<file path="src/core/hpc_params.svh">
// Constants for the host port controller of a two-port static memory.
// Assumes a 100 MHz clock and the slower speed grade of the memory.
`ifndef HPC_PARAMS_SVH
`define HPC_PARAMS_SVH

`define HPC_CLK_NS 10
// Least times round up to whole clock cycles.
`define HPC_CYC(ns) (((ns) + `HPC_CLK_NS - 1) / `HPC_CLK_NS)

`define HPC_ARB_SETUP_NS 5
`define HPC_FLAG_ASSERT_FROM_MATCH_NS 20
`define HPC_WRITE_PULSE_NS 15
`define HPC_WRITE_HOLD_AFTER_RELEASE_NS 15
`define HPC_RELEASE_TO_DATA_DELAY_NS 17
`define HPC_ACCESS_NS 20
`define HPC_SYNC_CYC 2

`define HPC_LEFT_MAILBOX 16'hfffe
`define HPC_RIGHT_MAILBOX 16'hffff

`endif

</file>
<file path="src/core/hpc_pkg.sv">
// Types shared by the host port controller.
// Assumes the constants header is compiled alongside.
package hpc_pkg;

   typedef enum logic [4:0] {
      HPC_IDLE = 5'h01,
      HPC_SETTLE = 5'h02,
      HPC_STROBE = 5'h04,
      HPC_END = 5'h08,
      HPC_INIT = 5'h10
   } hpc_state_t;

   // Pins that the controller drives on its memory port.
   typedef struct packed {
      logic [15:0] addr;
      logic cs_n;
      logic rw_n;
      logic oe_n;
      logic data_oe;
      logic [8:0] data;
   } hpc_pins_t;

endpackage

</file>
<file path="src/core/hpc_port_ctrl.sv">
// Host controller for one port of an asynchronous two-port static memory.
// Assumes the memory pins are asynchronous to mclk_i; every pin input is
// synchronised. The data bus is split into output, enable and input.
//
// How it works
// Master drives both collision flags; slave takes them as inputs.
// Slave blocks a port's writes while its collision flag input is low.
// Master flags the later of two ports selecting the same address.
// Too-close arrivals still flag exactly one side, never both.
// Present address and select at least 5 ns before strobing to win.
// A slave does no arbitration; ordering margin does not matter there.
// Master discards a port's writes while it drives that flag low.
// Master asserts flag within 15/20 ns, releases within 15/17 ns.
// Collision flag input to a slave is valid by the write strobe start.
// Hold write strobe 12/15 ns after the collision flag rises.
// Written data reaches the far port within 30/25 ns.
// Read data is valid a computed delay after the flag releases.
// Writing the far mailbox word lowers the far mail flag.
// Right mail flag clears on a right read of FFFF.
// Left mail flag clears on a left access of FFFE with output enable.
// Mail flags set and clear within 15 ns, or 20 ns slow grade.
// Controllers bring mail flags to a known state after power-up.
// Collision decisions use only address and chip select.
// Unused mailbox words are ordinary storage.
// Differing addresses or a deselect keep both flags high.
// A blocked mailbox access leaves the mail flag unchanged.
`timescale 1ns/1ps
`include "hpc_params.svh"

module hpc_port_ctrl
   import hpc_pkg::*;
#(
   parameter bit IS_LEFT = 1'b1
) (
   input wire logic mclk_i,
   input wire logic nrst_i,
   input wire logic req_i,
   input wire logic req_write_i,
   input wire logic [15:0] req_addr_i,
   input wire logic [8:0] req_wdata_i,
   input wire logic block_req_i,
   output hpc_pins_t pins_o,
   output logic block_n_o,
   input wire logic [8:0] data_i,
   input wire logic collision_flag_i,
   input wire logic mail_flag_i,
   output logic ready_o,
   output logic done_o,
   output logic [8:0] rdata_o,
   output logic mail_pending_o
);

   localparam logic [15:0] OWN_MAILBOX = IS_LEFT ? `HPC_LEFT_MAILBOX : `HPC_RIGHT_MAILBOX;
   // The flag may take its full assert time and then the synchroniser.
   localparam logic [3:0] SETTLE_CYC = 4'(`HPC_CYC(`HPC_FLAG_ASSERT_FROM_MATCH_NS)
      + `HPC_SYNC_CYC);
   localparam logic [3:0] ARB_CYC = 4'(`HPC_CYC(`HPC_ARB_SETUP_NS));
   localparam logic [3:0] WP_CYC = 4'(`HPC_CYC(`HPC_WRITE_PULSE_NS));
   localparam logic [3:0] WH_CYC = 4'(`HPC_CYC(`HPC_WRITE_HOLD_AFTER_RELEASE_NS));
   localparam logic [3:0] RD_CYC = 4'(`HPC_CYC(`HPC_ACCESS_NS) + `HPC_SYNC_CYC);
   localparam logic [3:0] RDB_CYC = 4'(`HPC_CYC(`HPC_RELEASE_TO_DATA_DELAY_NS)
      + `HPC_SYNC_CYC);

   ////////////////////////////////////////////////////////////////////////////
   // Pin synchronisers.

   logic [10:0] sync1_reg;
   logic [10:0] sync2_reg;

   always_ff @(posedge mclk_i or negedge nrst_i) begin
      if (!nrst_i) begin
         sync1_reg <= 11'h7ff;
         sync2_reg <= 11'h7ff;
      end else begin
         sync1_reg <= {collision_flag_i, mail_flag_i, data_i};
         sync2_reg <= sync1_reg;
      end
   end

   logic coll_s;
   logic mail_s;
   logic [8:0] data_s;
   assign coll_s = sync2_reg[10];
   assign mail_s = sync2_reg[9];
   assign data_s = sync2_reg[8:0];

   ////////////////////////////////////////////////////////////////////////////
   // Access sequencer.

   hpc_state_t state_reg, state_next;
   hpc_pins_t pins_reg, pins_next;
   logic [3:0] cnt_reg, cnt_next;
   logic init_reg, init_next;
   logic block_n_reg, block_n_next;
   logic ready_reg, ready_next;
   logic done_reg, done_next;
   logic [8:0] rdata_reg, rdata_next;
   logic mail_reg, mail_next;
   // Write intent is kept apart from the strobe pin, which must stay high while arbitration settles.
   logic wr_reg, wr_next;

   always_comb begin
      state_next = state_reg;
      pins_next = pins_reg;
      cnt_next = cnt_reg;
      init_next = init_reg;
      block_n_next = block_n_reg;
      ready_next = 1'b0;
      done_next = 1'b0;
      rdata_next = rdata_reg;
      mail_next = !mail_s;
      wr_next = wr_reg;
      case (state_reg)
         HPC_INIT: begin
            // The memory has no reset, so the own mail flag is cleared here.
            pins_next.addr = OWN_MAILBOX;
            pins_next.cs_n = 1'b0;
            cnt_next = SETTLE_CYC;
            state_next = HPC_SETTLE;
         end
         HPC_IDLE: begin
            ready_next = 1'b1;
            if (req_i && ready_reg) begin
               ready_next = 1'b0;
               pins_next.addr = req_addr_i;
               pins_next.data = req_wdata_i;
               wr_next = req_write_i;
               pins_next.cs_n = 1'b0;
               // Address and select lead every strobe by the arbitration margin.
               cnt_next = (SETTLE_CYC > ARB_CYC) ? SETTLE_CYC : ARB_CYC;
               block_n_next = !block_req_i;
               state_next = HPC_SETTLE;
            end
         end
         HPC_SETTLE: begin
            if (cnt_reg > 4'h1) begin
               cnt_next = cnt_reg - 4'h1;
            end else if (!init_reg && wr_reg) begin
               state_next = HPC_STROBE;
               pins_next.rw_n = 1'b0;
               pins_next.data_oe = 1'b1;
               cnt_next = WP_CYC;
            end else begin
               state_next = HPC_STROBE;
               pins_next.oe_n = 1'b0;
               cnt_next = RD_CYC;
            end
         end
         HPC_STROBE: begin
            if (!coll_s) begin
               // A blocked write must outlast the flag release to complete.
               cnt_next = pins_reg.rw_n ? RDB_CYC : WH_CYC;
            end else if (cnt_reg > 4'h1) begin
               cnt_next = cnt_reg - 4'h1;
            end else begin
               pins_next.rw_n = 1'b1;
               pins_next.data_oe = 1'b0;
               pins_next.oe_n = 1'b1;
               pins_next.cs_n = 1'b1;
               if (!pins_reg.oe_n) begin
                  rdata_next = data_s;
               end
               done_next = !init_reg;
               init_next = 1'b0;
               block_n_next = 1'b1;
               state_next = HPC_END;
            end
         end
         HPC_END: begin
            ready_next = 1'b1;
            state_next = HPC_IDLE;
         end
         default: begin
            state_next = HPC_IDLE;
         end
      endcase
   end

   always_ff @(posedge mclk_i or negedge nrst_i) begin
      if (!nrst_i) begin
         state_reg <= HPC_INIT;
         pins_reg <= '{addr: 16'h0000, cs_n: 1'b1, rw_n: 1'b1, oe_n: 1'b1,
            data_oe: 1'b0, data: 9'h000};
         cnt_reg <= 4'h0;
         init_reg <= 1'b1;
         block_n_reg <= 1'b1;
         ready_reg <= 1'b0;
         done_reg <= 1'b0;
         rdata_reg <= 9'h000;
         mail_reg <= 1'b0;
         wr_reg <= 1'b0;
      end else begin
         state_reg <= state_next;
         pins_reg <= pins_next;
         cnt_reg <= cnt_next;
         init_reg <= init_next;
         block_n_reg <= block_n_next;
         ready_reg <= ready_next;
         done_reg <= done_next;
         rdata_reg <= rdata_next;
         mail_reg <= mail_next;
         wr_reg <= wr_next;
      end
   end

   assign pins_o = pins_reg;
   assign block_n_o = block_n_reg;
   assign ready_o = ready_reg;
   assign done_o = done_reg;
   assign rdata_o = rdata_reg;
   assign mail_pending_o = mail_reg;
endmodule

</file>
<file path="config.mk">
export PLATFORM = sky130hd
export DESIGN_NAME = hpc_port_ctrl
export DESIGN_NICKNAME = d
export VERILOG_FILES = /design/src/core/hpc_pkg.sv /design/src/core/hpc_port_ctrl.sv
export VERILOG_INCLUDE_DIRS = /design/src /design/src/core
export SDC_FILE = /design/constraint.sdc
export NUM_CORES = 1
export LEC_CHECK = 0
export BUFFER_PORTS_ARGS = -buffer_cell sky130_fd_sc_hd__clkbuf_2
export CORE_MARGIN = 2
export CORE_UTILIZATION = 51
export CTS_CLUSTER_DIAMETER = 150
export DETAILED_ROUTE_END_ITERATION = 10
export MAX_ROUTING_LAYER = met4
export PLACE_DENSITY_LB_ADDON = 0.2
export SKIP_LAST_GASP = 1
export SLEW_MARGIN = 20
export SYNTH_ARGS = -nofsm -noshare
export SYNTH_HDL_FRONTEND = slang
export SYNTH_SLANG_ARGS = --single-unit
</file>
<file path="constraint.sdc">
create_clock -name mclk_i -period 2.2 [get_ports mclk_i]
set_input_delay 0.44 -clock mclk_i [delete_from_list [all_inputs] [get_ports mclk_i]]
set_output_delay 0.44 -clock mclk_i [all_outputs]
set_load 0.005 [all_outputs]
</file>
# Word level (Yosys, flattened, before mapping)
# Cells that the tools add are included.
[classes] magnitude_cmp=1 n_addsub=1 n_eq_ne=12 muxes=31 bitwise=2 reduce_logical=20
[ops] op="$pmux 16 s2" n=1
[ops] op="$mux 4" n=6
[ops] op="$mux 5" n=4
[ops] op="$pmux 5 s4" n=1
[ops] op="$mux 17" n=1
[ops] op="$pmux 4 s4" n=1
[ops] op="$reduce_and 4->1" n=4
[ops] op="$ne 2x2->1 const B" n=6
[ops] op="$mux 1" n=10
[ops] op="$reduce_and 5->1" n=2
[ops] op="$mux 3" n=3
[ops] op="$pmux 3 s2" n=1
[ops] op="$reduce_and 3->1" n=2
[ops] op="$reduce_bool 2->1" n=3
[ops] op="$eq 5x1->1 const B" n=1
[ops] op="$eq 5x2->1 const B" n=1
[ops] op="$eq 5x3->1 const B" n=1
[ops] op="$eq 5x4->1 const B" n=1
[ops] op="$eq 5x5->1 const B" n=1
[ops] op="$gt 4x1->1 const B" n=1
[ops] op="$pmux 1 s2" n=2
[ops] op="$reduce_and 2->1" n=2
[ops] op="$reduce_bool 4->1" n=1
[ops] op="$sub 4x1->4 const B" n=1
[ops] op="other kinds (6)" n=10
[totals] register_bits=75 inputBits=41 output_inout_bits=42

# Depth between registers and ports, before layout
[depth] depth_word=5 ltp_mapped=8 mapped_depth_nobuf=7

# Worst setup path after synthesis
# OpenSTA, ideal clock, no wires.
[synth_timing] path_kind="reg-to-reg" start="register state_reg[0]" end="register rdata_reg[0], in the netlist rdata_o[0]" path_buffers=2 required_time_ns=2.075 slack_ns=0.437 arrival_time_ns=1.638 stages_incl_launch_ff=8 path_cell_list="dfrtp_1 > buf_6 > nor2_1 > and4bb_1 > buf_6 > nand3_4 > nor2_4 > mux2_2"
[synth_between] elab_chain_cells=2
[synth_rtl] item="start: declaration" line="hpc_port_ctrl.sv:90" source="hpc_state_t state_reg, state_next;"
[synth_rtl] item="start signal: assignment" line="hpc_port_ctrl.sv:193" source="state_reg <= state_next;"
[synth_rtl] item="$eq 5x3->1" line="hpc_port_ctrl.sv:113" source="case (state_reg)"
[synth_rtl] item="$reduce_and 4->1 (no line)"
[synth_rtl] item="end signal: assignment" line="hpc_port_ctrl.sv:200" source="rdata_reg <= rdata_next;"
[synth_rtl] item="end: declaration" line="hpc_port_ctrl.sv:97" source="logic [8:0] rdata_reg, rdata_next;"
# No other way between the ends.
# A chain may end at the register's enable or synchronous reset.

# Worst setup path after layout
[layout_timing] start="register state_reg[0]" end="register rdata_reg[2], in the netlist rdata_o[2]"
# Same word-level chain as after synthesis.

==> metrics.txt <==
status=complete, no violations; Logic pwr share=25.0%; worst r2r src=state_reg[0]$_DFFE_PN0P_; Crit path largest cell delay=~0.47 ns; cts hold-fix bufs=0; worst hold path type=in2async; worst-path fanout max=9; CP Cell Sequence=nor2_1, and4bb_1, nand3_4, nor2_4, mux2_2; core area=5510 µm²; Net count, final=362; Final GP Congestion=0.847; NetSw=between 0.001 and 0.0015 W; Fin. Hold Viols=0; final setup violating endpoints=0; layout cells sized above 1=a little under 50%; Max stage delay cell, worst path=dfrtp_1; largest net degree at the start of global routing=40; Slew HR=between 60% and 70%; routed len/inst=roughly 14 µm; GRT Residual Overflow=0; max cap viols=0; max FFs per register=29; internal power=0.00269 W; DP HPWL=roughly 3.9 mm; first-pass GRT wire length=around 8.9 mm; Peak VDD IR=0.000655 V; post-synth net total=~270; Clock Sink Count=75; Ys Warns=0; worst r2r dst=rdata_o[2]$_DFFE_PN0P_; dpl ws=~0.25 ns; arrival time at the worst endpoint=2.17 ns; DRT iter0 DRCs=around 100; H-Tree Depth=3; Clock transition at path regs=about 0.07 ns; initial antenna violation count=0; clock skew=between 0.01 and 0.015 ns; synthesized cell area=about 2900 µm²; number of top-level pins=83; Vias per Instance=about 5; Clock Latency Late Sink=0.34 ns; Max Slew Vio Count=0; R2R setup slack=roughly 0.25 ns; Critical Path RT=2.41 ns; Setup crit start kind=flop; most frequent cells in the layout=clkbuf_2 (81), dfrtp_1 (47), nor2_1 (37); Power Dens Cells=1050 nW/µm²; num rows=27; Vias=slightly below 2,000; Flop pwr share=47.7%; die area=between 6000 and 7000 µm²; Root Driver=clkbuf_8; sequential fraction of the synthesis area=about two thirds; switch share=~30%; DRT antenna net count=0; R2R depth=5; Post-Syn Area per Cell=12.9 µm²; Setup WS post-layout=roughly 0.25 ns; most common cell after layout, fill and taps aside=clkbuf_2; Final min period=approximately 2 ns; number of gates resized after cts=0; postcts setup bufs=0; CTS tree=yes; Pre-antenna DRT Iters=4; RSZ-0062 raised after global routing=no; GRT Overall Usage=about a fifth; Die W=between 70 and 80 µm; Synth Instances=around 230; Starting Density=a little over half; Max Fclk=a little over 500 MHz; ant diodes=0; number of remaining DRC errors=0; Cell Count, Final, Fillers Out=around 400; Total Wirelength=between 5 and 6 mm; Worst Max-Slew Pin Slew=0.510 ns; Placed Instances=380; worst setup path start=state_reg[0]$_DFFE_PN0P_; Lkg Pwr=~1.7 nW; CTS Buf Count=9; setup TNS=0 ns; Area growth syn-to-layout=24.9%; Clk network pwr share=between 20 and 30%; period utilization=88.9%; Crit Path Class=reg2reg; Clock Tree Buf Depth=2; Synth cell types=between 40 and 50; #FFs+latches synth=75; vias in the first global route=1,968; I/O Buffers=82; Chip Height=~80 µm; crit end category=flop
## cells by family after synthesis
group	synth area share, %
and+or+nand+nor	12.7
AOI/OAI and AO/OA	9.25
adders and majority gates	0.857
other	0.128
buffers and inverters	2.53
muxes	9.08
DFF	65.5
## power groups by stage
| stage | Combinational, W | Clock, W | Sequential [W] |
|---|---|---|---|
| 2_1_floorplan | 0.000575 | 0 | 0.00183 |
| 3_3_place_gp | 0.000944 | 0 | 0.00184 |
| 3_5_place_dp | 0.000968 | 0 | 0.00185 |
| 4_1_cts | 0.000974 | 0.00108 | 0.00183 |
| 5_1_grt | 0.00108 | 0.00115 | 0.00186 |
| 6_report | 0.000962 | 0.00105 | 0.00183 |
## critical path: cells and delay by family, from the launching register on
| family | cells | cell delay [ns] |
|---|---|---|
| flip-flops | 1 | 0.47 |
| multiplexers | 1 | 0.38 |
| AND/OR/NAND/NOR | 4 | 0.98 |
## through the flow
step / power, W / hold slack, ns / util (%) / instance area, µm²
2_1_floorplan: 0.00241 / 0.144 / - / 2920
3_3_place_gp: 0.00278 / 0.346 / 62.6 / 3450
3_5_place_dp: 0.00282 / 0.347 / 62.6 / 3450
4_1_cts: 0.00388 / 0.0766 / 66.3 / 3650
5_1_grt: 0.00409 / 0.0990 / 66.3 / 3650
6_report: 0.00384 / 0.0761 / 66.3 / 3650
## synth_stat cells
cell	n	area share (%)
a2111oi_4	1	0.94
and3_1	1	0.21
a2111oi_2	1	0.51
nand4b_1	2	0.60
a22oi_1	2	0.51
nand3_4	1	0.60
inv_4	1	0.21
nor2_2	1	0.21
mux2i_1	4	1.4
nor4_4	1	0.73
mux2_2	19	7.3
o211ai_1	1	0.26
nand2_1	8	1.0
buf_6	2	0.77
nand2b_1	5	1.1
buf_2	3	0.51
clkbuf_1	3	0.39
nor2b_1	2	0.43
conb_1	1	0.13
o311ai_0	1	0.30
o21ai_1	1	0.17
ha_1	2	0.86
nand3_1	6	1.0
mux2_1	1	0.39
nor3b_1	1	0.26
and2_1	1	0.21
o21a_1	2	0.51
a311oi_2	1	0.51
a21oi_1	19	3.3
inv_1	5	0.64
dfrtp_1	47	40
dfstp_2	28	25
nor3_1	1	0.17
nor2_4	1	0.39
and4bb_1	1	0.43
or4_1	1	0.26
a21o_1	1	0.26
a22o_1	1	0.30
and3b_1	1	0.30
o21ai_0	4	0.69
a31oi_1	1	0.21
nor2_1	37	4.8
o22ai_1	1	0.21
o21bai_1	1	0.26
o211a_1	1	0.34
## cell type report
class | count | area (µm²)
flip-flops and latches | 75 | 1910
fillers | 434 | 1860
multi-input cells | 137 | 935
repair buffers | 90 | 485
clock buffers | 11 | 141
well taps | 72 | 90.1
clock inverters | 5 | 60.1
inverters | 6 | 25.0
## worst max-delay path by stage
stage	to	slack [ns]	cells after the start
floorplan	rdata_o[0]$_DFFE_PN0P_	0.44	7
global placement	rdata_o[0]$_DFFE_PN0P_	0.35	5
detailed placement	rdata_o[2]$_DFFE_PN0P_	0.25	5
CTS	rdata_o[2]$_DFFE_PN0P_	0.24	5
global route	rdata_o[2]$_DFFE_PN0P_	0.14	5
finish	rdata_o[2]$_DFFE_PN0P_	0.25	5
## layer usage
layer / up-vias / track usage (%) / part of all wire [%]
met2: 68 / 27.1 / 46
met1: 952 / 25.0 / 46
met4: 0 / 10.3 / 1.5
li1: 962 / - / -
met5: - / - / 0
met3: 7 / 5.88 / 6.5
No activity file was read; power rests on OpenSTA's default activity.
